## config.mk

```make
export PLATFORM = sky130hd
export DESIGN_NAME = p8t_timer
export DESIGN_NICKNAME = d
export VERILOG_FILES = /design/src/rtl/p8t_pkg.sv /design/src/rtl/p8t_timer.sv /design/src/rtl/p8t_prescaler.sv /design/src/rtl/p8t_irq.sv
export SDC_FILE = /design/constraint.sdc
export NUM_CORES = 1
export LEC_CHECK = 0
export BUFFER_PORTS_ARGS = -buffer_cell sky130_fd_sc_hd__buf_2
export CAP_MARGIN = 40
export CORE_MARGIN = 2
export CORE_UTILIZATION = 35
export DETAILED_ROUTE_END_ITERATION = 8
export PLACE_DENSITY = 0.64
export SYNTH_ARGS = -nofsm -noshare
export SYNTH_HDL_FRONTEND = slang
export SYNTH_SLANG_ARGS = --single-unit
```

## constraint.sdc

```tcl
create_clock -name core_clk -period 3.7 [get_ports core_clk]
set_input_delay 0.74 -clock core_clk [delete_from_list [all_inputs] [get_ports core_clk]]
set_output_delay 0.74 -clock core_clk [all_outputs]
set_load 0.02 [all_outputs]
```

## src/rtl/p8t_pkg.sv

```systemverilog
// package: register map, field layout, reset values and carriers of the prescaled 8-bit timer
// Notes on behaviour
// - the timer input clock is the system clock when the source select bit is 0 and the sub oscillator when it is 1.
// - the 3-bit prescale field divides the selected clock by 2 to the power of its code, 1 up to 128.
// - the 8-bit counter goes up by exactly one on each prescaled pulse while counting is enabled.
// - the counter runs from the preload value up to FFH and overflows on the next pulse after FFH.
// - at overflow the counter takes the current preload value and keeps counting with no software help.
// - a preload write while counting is off goes into the counter at once as well.
// - a preload write while counting is on waits in the preload register until the next overflow.
// - bit 4 of the control register lets the counter run when set and stops it when clear.
// - reading the timer register returns the live counter, not the preload.
// - while software reads the counter or writes the preload, the counting pulse is blocked, which may lose a count.
// - each overflow sets the timer interrupt request flag.
// - an overflow becomes an interrupt only while the timer interrupt enable bit is set.
// - in power-down an overflow raises a wake-up request whether or not the interrupt is enabled.
package p8t_pkg;
    // ==========================================================
    // register map (byte addresses on the plain register port)
    localparam logic [3:0] P8T_ADDR_COUNT = 4'h0;
    localparam logic [3:0] P8T_ADDR_CTRL = 4'h4;
    localparam logic [3:0] P8T_ADDR_IRQ_STAT = 4'h8;
    localparam logic [3:0] P8T_ADDR_IRQ_MASK = 4'hC;
    // ==========================================================
    // control field positions
    localparam int P8T_CTRL_PSC_LSB = 0;
    localparam int P8T_CTRL_PSC_W = 3;
    localparam int P8T_CTRL_EN_BIT = 4;
    localparam int P8T_CTRL_SRC_BIT = 5;
    localparam logic [7:0] P8T_CTRL_WMASK = 8'h37;
    // ==========================================================
    // reset values and the full count
    localparam logic [7:0] P8T_CTRL_RST = 8'h00;
    localparam logic [7:0] P8T_COUNT_RST = 8'h00;
    localparam logic [7:0] P8T_FULL_COUNT = 8'hFF;
    localparam logic [0:0] P8T_IRQ_RST = 1'h0;
    // ==========================================================
    // carriers
    typedef struct packed {
        logic [3:0] addr;
        logic [7:0] wdata;
        logic wr;
        logic rd;
    } p8t_bus_req_t;
    typedef struct packed {
        logic src_sel;
        logic count_en;
        logic [2:0] psc_sel;
    } p8t_cfg_t;
endpackage

```

## src/rtl/p8t_timer.sv

```systemverilog
// top: prescaled 8-bit auto-reload overflow timer with register port and interrupt
//
// The plain strobed port and the register addresses were decided locally.
`timescale 1ns/1ps
`default_nettype none
module p8t_timer
(
    input wire logic core_clk,
    input wire logic rst,
    input wire logic sys_tick,
    input wire logic sub_tick,
    input wire logic power_down,
    input wire logic [3:0] reg_addr,
    input wire logic [7:0] reg_wdata,
    input wire logic reg_wr,
    input wire logic reg_rd,
    output logic [7:0] reg_rdata,
    output logic irq,
    output logic overflow_pulse,
    output logic wake_req
);
    import p8t_pkg::*;
    // ==========================================================
    // state
    typedef enum logic [1:0] {
        P8T_IDLE = 2'b01,
        P8T_RUN = 2'b10
    } p8t_mode_t;
    typedef struct packed {
        p8t_mode_t mode;
        logic [7:0] count;
        logic [7:0] preload;
        p8t_cfg_t cfg;
        logic [7:0] rdata;
        logic ovf;
        logic wake;
    } p8t_state_t;
    p8t_state_t s_q;
    p8t_state_t s_d;
    p8t_bus_req_t req;
    logic tick;
    logic blocked;
    logic wr_count;
    logic wr_ctrl;
    logic clr_wr;
    logic msk_wr;
    logic stat_bit;
    logic mask_bit;
    logic irq_w;
    logic wrap;
    assign req = '{addr: reg_addr, wdata: reg_wdata, wr: reg_wr, rd: reg_rd};
    // ==========================================================
    // address decode
    assign wr_count = req.wr && req.addr == P8T_ADDR_COUNT;
    assign wr_ctrl = req.wr && req.addr == P8T_ADDR_CTRL;
    assign clr_wr = req.wr && req.addr == P8T_ADDR_IRQ_STAT;
    assign msk_wr = req.wr && req.addr == P8T_ADDR_IRQ_MASK;
    // counting pulse is held off during a counter read or preload write
    assign blocked = wr_count || (req.rd && req.addr == P8T_ADDR_COUNT);
    // ==========================================================
    // prescaler
    p8t_prescaler #(.PSC_W(P8T_CTRL_PSC_W)) u_psc
    (
        .core_clk(core_clk),
        .rst(rst),
        .sys_tick(sys_tick),
        .sub_tick(sub_tick),
        .src_sel(s_q.cfg.src_sel),
        .run(s_q.cfg.count_en),
        .psc_sel(s_q.cfg.psc_sel),
        .tick(tick)
    );
    assign wrap = s_q.cfg.count_en && tick && !blocked && s_q.count == P8T_FULL_COUNT;
    // ==========================================================
    // counter, preload, control and read mux
    always_comb
    begin
        s_d = s_q;
        s_d.ovf = 1'b0;
        s_d.rdata = 8'h00;
        if (wr_count)
        begin
            s_d.preload = req.wdata;
            if (!s_q.cfg.count_en)
                s_d.count = req.wdata;
        end
        if (wr_ctrl)
        begin
            s_d.cfg.src_sel = req.wdata[P8T_CTRL_SRC_BIT];
            s_d.cfg.count_en = req.wdata[P8T_CTRL_EN_BIT];
            s_d.cfg.psc_sel = req.wdata[P8T_CTRL_PSC_LSB +: P8T_CTRL_PSC_W];
        end
        s_d.mode = s_d.cfg.count_en ? P8T_RUN : P8T_IDLE;
        unique case (s_q.mode)
            P8T_RUN:
            begin
                // the blocked pulse is simply lost; software accepts that error
                if (tick && !blocked)
                begin
                    if (wrap)
                    begin
                        s_d.count = s_q.preload;
                        s_d.ovf = 1'b1;
                    end
                    else
                        s_d.count = s_q.count + 8'h01;
                end
            end
            P8T_IDLE:
            begin
                // count held unless the preload is written
            end
        endcase
        s_d.wake = power_down && s_d.ovf;
        if (req.rd)
        begin
            unique case (req.addr)
                P8T_ADDR_COUNT: s_d.rdata = s_q.count;
                P8T_ADDR_CTRL: s_d.rdata = {2'b00, s_q.cfg.src_sel, s_q.cfg.count_en, 1'b0, s_q.cfg.psc_sel};
                P8T_ADDR_IRQ_STAT: s_d.rdata = {7'h00, stat_bit};
                P8T_ADDR_IRQ_MASK: s_d.rdata = {7'h00, mask_bit};
                default: s_d.rdata = 8'h00;
            endcase
        end
    end
    // ==========================================================
    // interrupt
    p8t_irq u_irq
    (
        .core_clk(core_clk),
        .rst(rst),
        .event_in(s_q.ovf),
        .stat_clr_wr(clr_wr),
        .mask_wr(msk_wr),
        .wbit(req.wdata[0]),
        .stat(stat_bit),
        .mask(mask_bit),
        .irq(irq_w)
    );
    // registers; counter given a known value though software should still preload it
    always_ff @(posedge core_clk)
    begin
        if (rst)
        begin
            s_q.mode <= P8T_IDLE;
            s_q.count <= P8T_COUNT_RST;
            s_q.preload <= P8T_COUNT_RST;
            s_q.cfg <= '{src_sel: P8T_CTRL_RST[P8T_CTRL_SRC_BIT], count_en: P8T_CTRL_RST[P8T_CTRL_EN_BIT],
                psc_sel: P8T_CTRL_RST[P8T_CTRL_PSC_LSB +: P8T_CTRL_PSC_W]};
            s_q.rdata <= 8'h00;
            s_q.ovf <= 1'b0;
            s_q.wake <= 1'b0;
        end
        else
            s_q <= s_d;
    end
    assign reg_rdata = s_q.rdata;
    assign overflow_pulse = s_q.ovf;
    assign wake_req = s_q.wake;
    assign irq = irq_w;
    // ==========================================================
    // checks
    inc_one_a: assert property (@(posedge core_clk) disable iff (rst)
        (s_q.mode == P8T_RUN && tick && !blocked && s_q.count != 8'hFF) |=> s_q.count == $past(s_q.count) + 8'h01)
        else $error("counter did not step by one");
    reload_ovf_a: assert property (@(posedge core_clk) disable iff (rst)
        wrap |=> (overflow_pulse && s_q.count == $past(s_q.preload)))
        else $error("overflow did not reload");
    auto_reload_a: assert property (@(posedge core_clk) disable iff (rst)
        (s_q.mode == P8T_RUN && s_q.count == 8'hFF && tick && !blocked && !wr_count) |=> s_q.count == $past(s_q.preload))
        else $error("reload value wrong");
    off_write_a: assert property (@(posedge core_clk) disable iff (rst)
        (wr_count && !s_q.cfg.count_en) |=> s_q.count == $past(reg_wdata))
        else $error("stopped write missed the counter");
    on_write_a: assert property (@(posedge core_clk) disable iff (rst)
        (wr_count && s_q.cfg.count_en) |=> (s_q.preload == $past(reg_wdata) && s_q.count == $past(s_q.count)))
        else $error("running write reached the counter");
    hold_off_a: assert property (@(posedge core_clk) disable iff (rst)
        (s_q.mode == P8T_IDLE && !wr_count) |=> $stable(s_q.count))
        else $error("stopped counter moved");
    read_live_a: assert property (@(posedge core_clk) disable iff (rst)
        (reg_rd && reg_addr == P8T_ADDR_COUNT) |=> reg_rdata == $past(s_q.count))
        else $error("read did not return counter");
    block_tick_a: assert property (@(posedge core_clk) disable iff (rst)
        (reg_rd && reg_addr == P8T_ADDR_COUNT) |=> $stable(s_q.count))
        else $error("counter moved during read");
    wake_any_a: assert property (@(posedge core_clk) disable iff (rst)
        (wrap && power_down) |=> wake_req)
        else $error("no wake on overflow in power-down");
    en_bit_a: assert property (@(posedge core_clk) disable iff (rst)
        wr_ctrl |=> s_q.cfg.count_en == $past(reg_wdata[4]))
        else $error("enable bit not taken");
    ovf_cov: cover property (@(posedge core_clk) disable iff (rst) wrap);
    irq_cov: cover property (@(posedge core_clk) disable iff (rst) irq);
    wake_cov: cover property (@(posedge core_clk) disable iff (rst) wake_req);
    late_load_cov: cover property (@(posedge core_clk) disable iff (rst) (wr_count && s_q.cfg.count_en) ##[1:300] wrap);
endmodule
`default_nettype wire

```

## src/rtl/p8t_prescaler.sv

```systemverilog
// prescaler: clock source pick and divide-by-2^n pulse generator
`timescale 1ns/1ps
`default_nettype none
module p8t_prescaler
#(
    parameter int PSC_W = 3
)
(
    input wire logic core_clk,
    input wire logic rst,
    input wire logic sys_tick,
    input wire logic sub_tick,
    input wire logic src_sel,
    input wire logic run,
    input wire logic [PSC_W-1:0] psc_sel,
    output logic tick
);
    import p8t_pkg::*;
    localparam int DIV_W = (1 << PSC_W) - 1;
    typedef struct packed {
        logic [DIV_W-1:0] div;
    } p8t_psc_state_t;
    p8t_psc_state_t s_q;
    p8t_psc_state_t s_d;
    logic src_tick;
    logic [DIV_W:0] mask;
    // the selected source tick
    assign src_tick = src_sel ? sub_tick : sys_tick;
    // terminal mask: low psc_sel bits of the divider must be all ones
    assign mask = ({{DIV_W{1'b0}}, 1'b1} << psc_sel) - {{DIV_W{1'b0}}, 1'b1};
    // divider state: free-runs while enabled, cleared when stopped so each start is a full period
    always_comb
    begin
        s_d = s_q;
        if (!run)
            s_d.div = '0;
        else if (src_tick)
            s_d.div = s_q.div + {{(DIV_W-1){1'b0}}, 1'b1};
    end
    assign tick = run && src_tick && ((s_q.div & mask[DIV_W-1:0]) == mask[DIV_W-1:0]);
    always_ff @(posedge core_clk)
    begin
        if (rst)
            s_q <= '0;
        else
            s_q <= s_d;
    end
    // one pulse per 2^psc_sel source ticks
    psc_ratio_a: assert property (@(posedge core_clk) disable iff (rst)
        (tick && psc_sel != '0) |=> (!tick || !$stable(psc_sel)))
        else $error("prescaler pulsed twice in a row");
endmodule
`default_nettype wire

```

## src/rtl/p8t_irq.sv

```systemverilog
// sticky interrupt status and mask, write one to clear
`timescale 1ns/1ps
`default_nettype none
module p8t_irq
(
    input wire logic core_clk,
    input wire logic rst,
    input wire logic event_in,
    input wire logic stat_clr_wr,
    input wire logic mask_wr,
    input wire logic wbit,
    output logic stat,
    output logic mask,
    output logic irq
);
    import p8t_pkg::*;
    typedef struct packed {
        logic stat;
        logic mask;
        logic irq;
    } p8t_irq_state_t;
    p8t_irq_state_t s_q;
    p8t_irq_state_t s_d;
    // set beats clear so an overflow in the clearing cycle is kept
    always_comb
    begin
        s_d = s_q;
        if (stat_clr_wr && wbit)
            s_d.stat = 1'b0;
        if (event_in)
            s_d.stat = 1'b1;
        if (mask_wr)
            s_d.mask = wbit;
        s_d.irq = s_d.stat && s_d.mask;
    end
    always_ff @(posedge core_clk)
    begin
        if (rst)
            s_q <= {P8T_IRQ_RST, P8T_IRQ_RST, P8T_IRQ_RST};
        else
            s_q <= s_d;
    end
    assign stat = s_q.stat;
    assign mask = s_q.mask;
    assign irq = s_q.irq;
    irq_gated_a: assert property (@(posedge core_clk) disable iff (rst)
        irq |-> (stat && mask))
        else $error("interrupt high without enabled request");
    flag_sticky_a: assert property (@(posedge core_clk) disable iff (rst)
        event_in |=> stat)
        else $error("overflow did not set request flag");
    irq_raise_a: assert property (@(posedge core_clk) disable iff (rst)
        (event_in && mask && !mask_wr) |=> irq)
        else $error("enabled overflow raised no interrupt");
    stat_clear_a: assert property (@(posedge core_clk) disable iff (rst)
        (stat_clr_wr && wbit && !event_in) |=> !stat)
        else $error("write one did not clear request flag");
endmodule
`default_nettype wire

```

After elaboration in Yosys (flattened, before gate mapping)
Index checks and enable logic that the tools add are counted.
Word-level totals
  flip-flop bits (word level): 43
  output and inout port bits: 11
  RAM bits: 0
  latch bits: 0
  memories: 0
  logic and storage cells: 60
  input port bits: 19
  ROM bits: 0
Operators by class
  equal/unequal tests: 6
  shift-type cells: 1
  order comparisons: 0
  divide/modulo/power cells: 0
  multiplexer cells: 15
  reduce and logical (&&, ||, !) cells: 19
  $add $sub $neg: 3
  bitwise logic cells: 3
  multiply operators: 0
Operator list (number)
  8-bit two-way mux: 4
  8-bit one-hot mux with 4 select lines: 1
  16-bit two-way mux: 1
  1-bit logical AND: 14
  8-bit by 1-bit adder with 8-bit output (second input constant): 1
  4-bit == test (second input constant): 2
  8-bit == test (second input constant): 1
  7-bit by 1-bit adder with 7-bit output (second input constant): 1
  7-bit bitwise AND: 1
  7-bit == test: 1
  1-bit two-way mux: 7
  1-bit by 3-bit << shifter with 7-bit output (first input constant): 1
  7-bit by 1-bit subtractor with 7-bit output (second input constant): 1
  4-bit by 3-bit == test with 1-bit output (second input constant): 1
  4-bit logical NOT: 1
  4-bit two-way mux: 1
  2-bit OR reduction: 2
  2-bit == test (second input constant): 1
  2-bit two-way mux: 1
  1-bit inverter: 2
  1-bit logical NOT: 1
  1-bit logical OR: 1

Longest topological paths before layout
Gate-level depths: netlist (run 1).
  word-level depth: 12
  mapped depth: 9
  mapped depth without buffers: 8

Modules after synthesis
From an unflattened synthesis (run 1), not the netlist that was laid out.
Unflattened totals
  cell total of the unflattened synthesis: 230
  area total of the unflattened synthesis: 2074.5 um2
By module, submodules not included
  p8t_timer: times used 1, cells each 179, area an instance 1609.0 um2, sequential area each 640.6 um2
  p8t_prescaler: times used 1, cells each 42, area an instance 360.3 um2, sequential area each 140.1 um2
  p8t_irq: times used 1, cells each 9, area an instance 105.1 um2, sequential area each 60.1 um2

Worst setup path before layout (run 1)
Ideal clock, no wire load.
  kind: register -> register
  start: register s_q[10] (netlist name)
  end: register s_q[27] (netlist name)
  path buffers: 1
  data required time: 3.579 ns
  path slack: 1.465 ns
  library setup time: 0.121 ns
  stages on the path, launching flop included: 10
  data arrival time: 2.114 ns
  period minus slack after synthesis: 2.235 ns
  path through: dfxtp_1 buf_2 nor3_2 inv_1 ha_1 or3b_1 a31oi_4 a2111oi_4 nand2_4 mux2_4
On the way
  cells in the longest elaborated chain, start to end: 11
  elaborated cells on any way between the ends: 12
  classes of those cells: add/sub (1); eq/ne (1); shift (1); mux (3); bitwise (1); reduce/logical (5)
Ends and longest elaborated chain
  start, declared: RTL line p8t_timer.sv:38  | p8t_state_t s_q;
  1-bit by 3-bit << shifter with 7-bit output *: RTL line p8t_prescaler.sv:30  | assign mask = ({{DIV_W{1'b0}}, 1'b1} << psc_sel) - {{DIV_W{1'b0}}, 1'b1};
  7-bit by 1-bit subtractor with 7-bit output *: RTL line p8t_prescaler.sv:30
  7-bit bitwise AND: RTL line p8t_prescaler.sv:40  | assign tick = run && src_tick && ((s_q.div & mask[DIV_W-1:0]) == mask[DIV_W-1:0]);
  7-bit == test *: RTL line p8t_prescaler.sv:40
  1-bit logical AND *: RTL line p8t_prescaler.sv:40
  1-bit logical AND (3 in a row): RTL line p8t_timer.sv:73  | assign wrap = s_q.cfg.count_en && tick && !blocked && s_q.count == P8T_FULL_COUNT;
  8-bit two-way mux: RTL line p8t_timer.sv:100  | if (wrap)
  8-bit two-way mux *: RTL line p8t_timer.sv:98  | if (tick && !blocked)
  8-bit two-way mux *: RTL line p8t_timer.sv:94  | unique case (s_q.mode)
Mark *: on every way between the ends. The rest lies on a longest branch, timed or not.
A chain may end at the register's enable or synchronous reset.

Worst setup path in the final report (run 1)
  start: register s_q[12] (netlist name)
  end: register s_q[30] (netlist name)
The elaborated chain is that of the path after synthesis.

==> results of run 1 <==
## synthesized netlist by cell type, drive strengths merged, types with 3 or more instances
library cell,number
dfxtp,42
nor2,40
mux2i,28
buf,17
nor3,7
a21oi,6
mux2,6
nand3,6
nand4,6
a211oi,5
inv,5
nand2,5
clkbuf,4
o21ai,4
xnor2,4
xor2,4
a31oi,3
and4,3
ha,3
nor2b,3
## worst max path at each step
stage	startpoint	end	slack (ns)	cells past startpoint
final	s_q[12]	s_q[30]	1.10	8
after CTS	s_q[12]	s_q[28]	1.14	8
after detailed placement	s_q[12]	s_q[28]	1.16	8
after floorplan	s_q[10]	s_q[27]	1.47	9
after global placement	s_q[12]	s_q[30]	1.23	8
after global routing	s_q[12]	s_q[27]	0.96	8
## layout make-up
class	instances	area [sq um]	area share (%)
multi-input cells	165	1230	51.1
well taps	75	93.8	3.90
inverters	5	18.8	0.780
repair buffers	29	145	6.04
flip-flops and latches	42	841	35.0
clock buffers	7	76.3	3.17
## kinds of logic (layout without fill, tap and decap cells)
logic type	count (synthesis)	count (layout)	share of synthesized area, %
buf+inv	26	41	6.29
xor+xnor	8	8	3.17
compound gates	32	32	12.8
flops	42	42	38.1
simple gates	88	88	21.7
fa+ha+maj	3	3	1.70
mux	34	34	16.3
## per-stage QoR
stage | cells | area [sq um] | util, % | setup slack (ns)
floorplan | 233 | 2210 | - | 1.47
global placement | 316 | 2330 | 38.6 | 1.23
detailed placement | 316 | 2330 | 38.6 | 1.16
CTS | 323 | 2400 | 39.9 | 1.14
global route | 323 | 2400 | 39.9 | 0.957
finish | 323 | 2400 | 39.9 | 1.10
## registers in the layout (all words and copies together), names as in the netlist
signal / cells
s_q: 22
reg_rdata: 8
u_psc.s_q: 7
overflow_pulse: 1
u_irq.irq: 1
u_irq.mask: 1
u_irq.stat: 1
wake_req: 1
## layer usage
metal / GRT usage (%) / wire, um
met5: 0 / 0
met3: 3.07 / 161
met2: 22.1 / 2150
met1: 16.3 / 2180
met4: 4.40 / 57
## power groups by stage
stage | clock network [mW] | registers, mW | logic, mW
after detailed placement | 0 | 0.470 | 0.0522
after CTS | 0.286 | 0.459 | 0.0525
after global placement | 0 | 0.470 | 0.0517
final | 0.276 | 0.459 | 0.0525
after global routing | 0.306 | 0.460 | 0.0575
after floorplan | 0 | 0.468 | 0.0357
## worst max-delay path, delay by kind of cell, from the launching register on
| family | cells | cell delay (ns) |
|---|---|---|
| AND/OR/NAND/NOR | 3 | 0.58 |
| AO/OA/AOI/OAI | 2 | 0.55 |
| flip-flops | 1 | 0.67 |
| adder cells (fa/ha/maj) | 1 | 0.30 |
| multiplexers | 1 | 0.31 |
| buffers and inverters | 1 | 0.08 |
==> flow_summary.ini, run 1 <==
[status]
status = finished, final reports clean

[pwr]
seq_power_share_pct = 58.3
combPwrFrac_pct = 6.7
power_switching_share_pct = 22.9
peakVddDrop_mv = 0.189
clkPwrFrac_pct = 35.1
leakagePower_nw = 1.03
p_per_area_nw_per_um2 = 328
p_switching_mw = 0.181
power.internal_mw = 0.607
total_power_mw = 0.788

[clocking]
cts.path.max_buffers = 2
post_cts_buffers = 0
path_clk_slew_ns = 0.08
cts_buffers = 5
cts-hold-fix-buffers = 0
cts_sinks = 42
htreeDepth = 2
cts_resized = 0
cts_root_buf = clkbuf_8
cts_tree = yes
clock_latency_ns = 0.29

[floorplan]
dieArea_sq_um = 6960
row_count = 28
dieWidth_um = 83.5
coreArea_sq_um = 6030
start_util_pct = 36.7
io_pins = 30
die_h_um = 83.5

[synthesis]
synth_area_sq_um = 2210
synth-seq-area-share_pct = 38.1
yosys.area.top_type_share_pct = 38.1
synth-edff-count = 0
synthFlopType = dfxtp_1
yosysWarnings = 0
syn-num-nets = 255
syn_inst = 233
synthDistinctLibCells = 54
yosysTopAreaCell = dfxtp_1
synth_area_leaders = dfxtp_1 (38%), mux2i_1 (13%), nor2_1 (6.8%)
async_flop_share_pct = 0
ys_ff_latch = 42
synth_area_per_cell_sq_um = 9.48

[critical_path]
worstPathCellList = nor3_2 -> inv_1 -> ha_1 -> and2b_2 -> o21ai_0 -> o2111ai_2 -> nand2_4 -> mux2_4
required_ns = 3.88
rr_startpoint = s_q[12]
cp.arrival_ns = 2.78
crit_fanout = 14
crit_slowest_cell = dfxtp_1
crit_path_max_incr_delay_ns = 0.67
setup.worst_path.end_class = flip-flop
r2r_cells = 8
cp-start-kind = flip-flop
path_class = reg2reg
r2r-end = s_q[30]
r2r_slack_ns = 1.10

[global_route]
grt_pass1_wl_mm = 7.45
first_global_vias = 1568
antenna_found_initial = 0
grt_max_degree = 33
grt-ovfl-total = 0
grt_usage_pct = 13.1

[placed_design]
portBuffers = 29
hpwl_mm = 3.31
place.gp.congestion = 0.827

[final_layout]
drive_above_1_share_pct = 22.2
mostFrequentLayoutCell = dfxtp_1
syn2layout_area_growth_pct = 8.83
nets = 270
diodes = 0
most-common-layout-cells = dfxtp_1 (42), nor2_1 (40), buf_2 (29)
n_fill_cell = 613

[route]
drt-initial-drc-count = 78
wire_per_inst_um = 14.1
drtPass1Iterations = 4
post-route-drc-count = 0
vias_per_cell = 5.22
routed_wl_mm = 4.55
antenna_left = 0
vias = 1686

[timing]
slew_headroom_pct = 59.6
worst_pin_slew_ns = 0.604
rsz0062_at_grt = false
fmax_mhz = 385
finalHoldViolCount = 0
setup_violations = 0
whs_ns = 0.486
fin_worst_skew_ns = 0.00600
fin_setup_tns_ns = 0
period_share_pct = 70.3
maxSlewViolCount = 0
min_period_ns = 2.60

[worst_hold_path]
hold_depth = 2
holdPathEnd = u_irq.stat
hp-class = reg2reg
hp-start = overflow_pulse

[job]
drv_cap = 0
(Power assumes the default switching activity.)
==> run 2, diff against run 1 <==
clock period = 2.7 ns   (was 3.7 ns; I/O delays follow)
==> run 2 against run 1 <==
Register-to-register slack worse by 0.84 ns. Total power is 41% higher. Sequential power is 37% higher. Combinational power is 38% higher. Die area stayed put. First-iteration DRC count is 58% higher. Via count is 0.77% higher. Cell count is 0.93% higher. Largest cell class unchanged. Highest routed layer unchanged.
==> flow_summary.ini, run 2 (same netlist as run 1, synthesis figures left out) <==
[timing]
setup_violations = 0
fin_worst_skew_ns = 0.0112
rsz0062_at_grt = false
min_period_ns = 2.44
fmax_mhz = 409
maxSlewViolCount = 0
fin_setup_tns_ns = 0
worst_pin_slew_ns = 0.595
whs_ns = 0.493
slew_headroom_pct = 60.4
layout_setup_ws_ns = 0.257
finalHoldViolCount = 0
period_share_pct = 90.5

[final_layout]
mostFrequentLayoutCell = dfxtp_1
diodes = 0
most-common-layout-cells = dfxtp_1 (42), nor2_1 (40), buf_2 (29)
final_util_pct = 40.4
syn2layout_area_growth_pct = 10.2
nets = 272
drive_above_1_share_pct = 23.5
top_register = s_q
largest_reg_flops = 22

[critical_path]
r2r_cells = 8
cp.arrival_ns = 2.63
required_ns = 2.89
path_class = reg2reg
crit_path_max_incr_delay_ns = 0.57
crit_slowest_cell = dfxtp_1
crit_fanout = 13
cp-start-kind = flip-flop
setup.worst_path.end_class = flip-flop
worstPathCellList = nor3_2 -> inv_1 -> ha_1 -> and2b_2 -> o21ai_0 -> o2111ai_2 -> nand2_4 -> mux2_4

[floorplan]
io_pins = 30
die_h_um = 83.5
row_count = 28
start_util_pct = 36.7
coreArea_sq_um = 6030
dieArea_sq_um = 6960
dieWidth_um = 83.5

[status]
status = finished, final reports clean

[placed_design]
place.gp.congestion = 0.822
portBuffers = 29
hpwl_mm = 3.38
dp_slack_ns = 0.278

[route]
post-route-drc-count = 0
antenna_left = 0
wire_per_inst_um = 14.0
vias_per_cell = 5.21
drt-initial-drc-count = 123
vias = 1699
routed_wl_mm = 4.56
drtPass1Iterations = 5

[clocking]
post_cts_buffers = 0
cts_resized = 0
cts_tree = yes
cts.path.max_buffers = 2
htreeDepth = 2
cts_root_buf = clkbuf_8
cts_sinks = 42
clock_latency_ns = 0.29
cts_buffers = 5
path_clk_slew_ns = 0.08
cts-hold-fix-buffers = 0

[global_route]
grt_max_degree = 33
antenna_found_initial = 0
first_global_vias = 1579
grt-ovfl-total = 0
grt_pass1_wl_mm = 7.45
grt_usage_pct = 13.2

[job]
drv_cap = 0

[pwr]
p_per_area_nw_per_um2 = 456
peakVddDrop_mv = 0.307
leakagePower_nw = 1.05

[worst_hold_path]
hp-class = reg2reg
hold_depth = 2
[run 2: cell count changes in the layout (fill, tap and decap cells not counted)]
| cell | delta |
|---|---|
| buf_4 | +2 |
| clkbuf_1 | -1 |
| clkbuf_8 | +1 |
| clkinv_2 | +1 |
[run 2: worst max-delay path: cells and delay by family (launching register included)]
kind | cells | cell delay [ns]
AOI/OAI and AO/OA | 2 | 0.55
DFF | 1 | 0.57
buffers and inverters | 1 | 0.07
muxes | 1 | 0.31
and+or+nand+nor | 3 | 0.54
adders and majority gates | 1 | 0.30
[run 2: metal layers]
metal	GRT usage (%)	vias up	routed length [um]
li1	-	865	-
met1	16.7	786	2120
met2	21.3	41	2150
met3	3.26	7	195
met4	5.72	0	93
met5	0	-	0
[run 2: cell type report]
| cell class | count | area [sq um] |
|---|---|---|
| Clock buffer | 7 | 86.3 |
| Multi-Input combinational cell | 165 | 1230 |
| Sequential cell | 42 | 841 |
| Timing Repair Buffer | 31 | 160 |
| Fill cell | 611 | 3590 |
| Tap cell | 75 | 93.8 |
| Inverter | 5 | 18.8 |
| Clock inverter | 1 | 5.00 |
[run 2: metrics by stage]
stage	area [sq um]	std cells	total power, mW
6_report	2430	326	1.11
2_1_floorplan	2210	233	0.690
5_1_grt	2430	326	1.16
3_5_place_dp	2340	318	0.716
4_1_cts	2430	326	1.13
3_3_place_gp	2340	318	0.715
[run 2: path summary, 6_finish.rpt]
path / endpoint / slack, ns / start
worst min-delay path: u_irq.stat / 0.49 / overflow_pulse
worst max register to register: s_q[30] / 0.26 / s_q[11]
worst max-delay path: s_q[30] / 0.26 / s_q[11]
worst min register to register: u_irq.stat / 0.49 / overflow_pulse
[run 2: power breakdown]
group	internal [mW]	switching (mW)	total [mW]	leakage, nW
clock network	0.206	0.202	0.409	0.0482
logic	0.0312	0.0415	0.0727	0.667
registers	0.623	0.00542	0.629	0.339
total	0.861	0.249	1.11	1.05
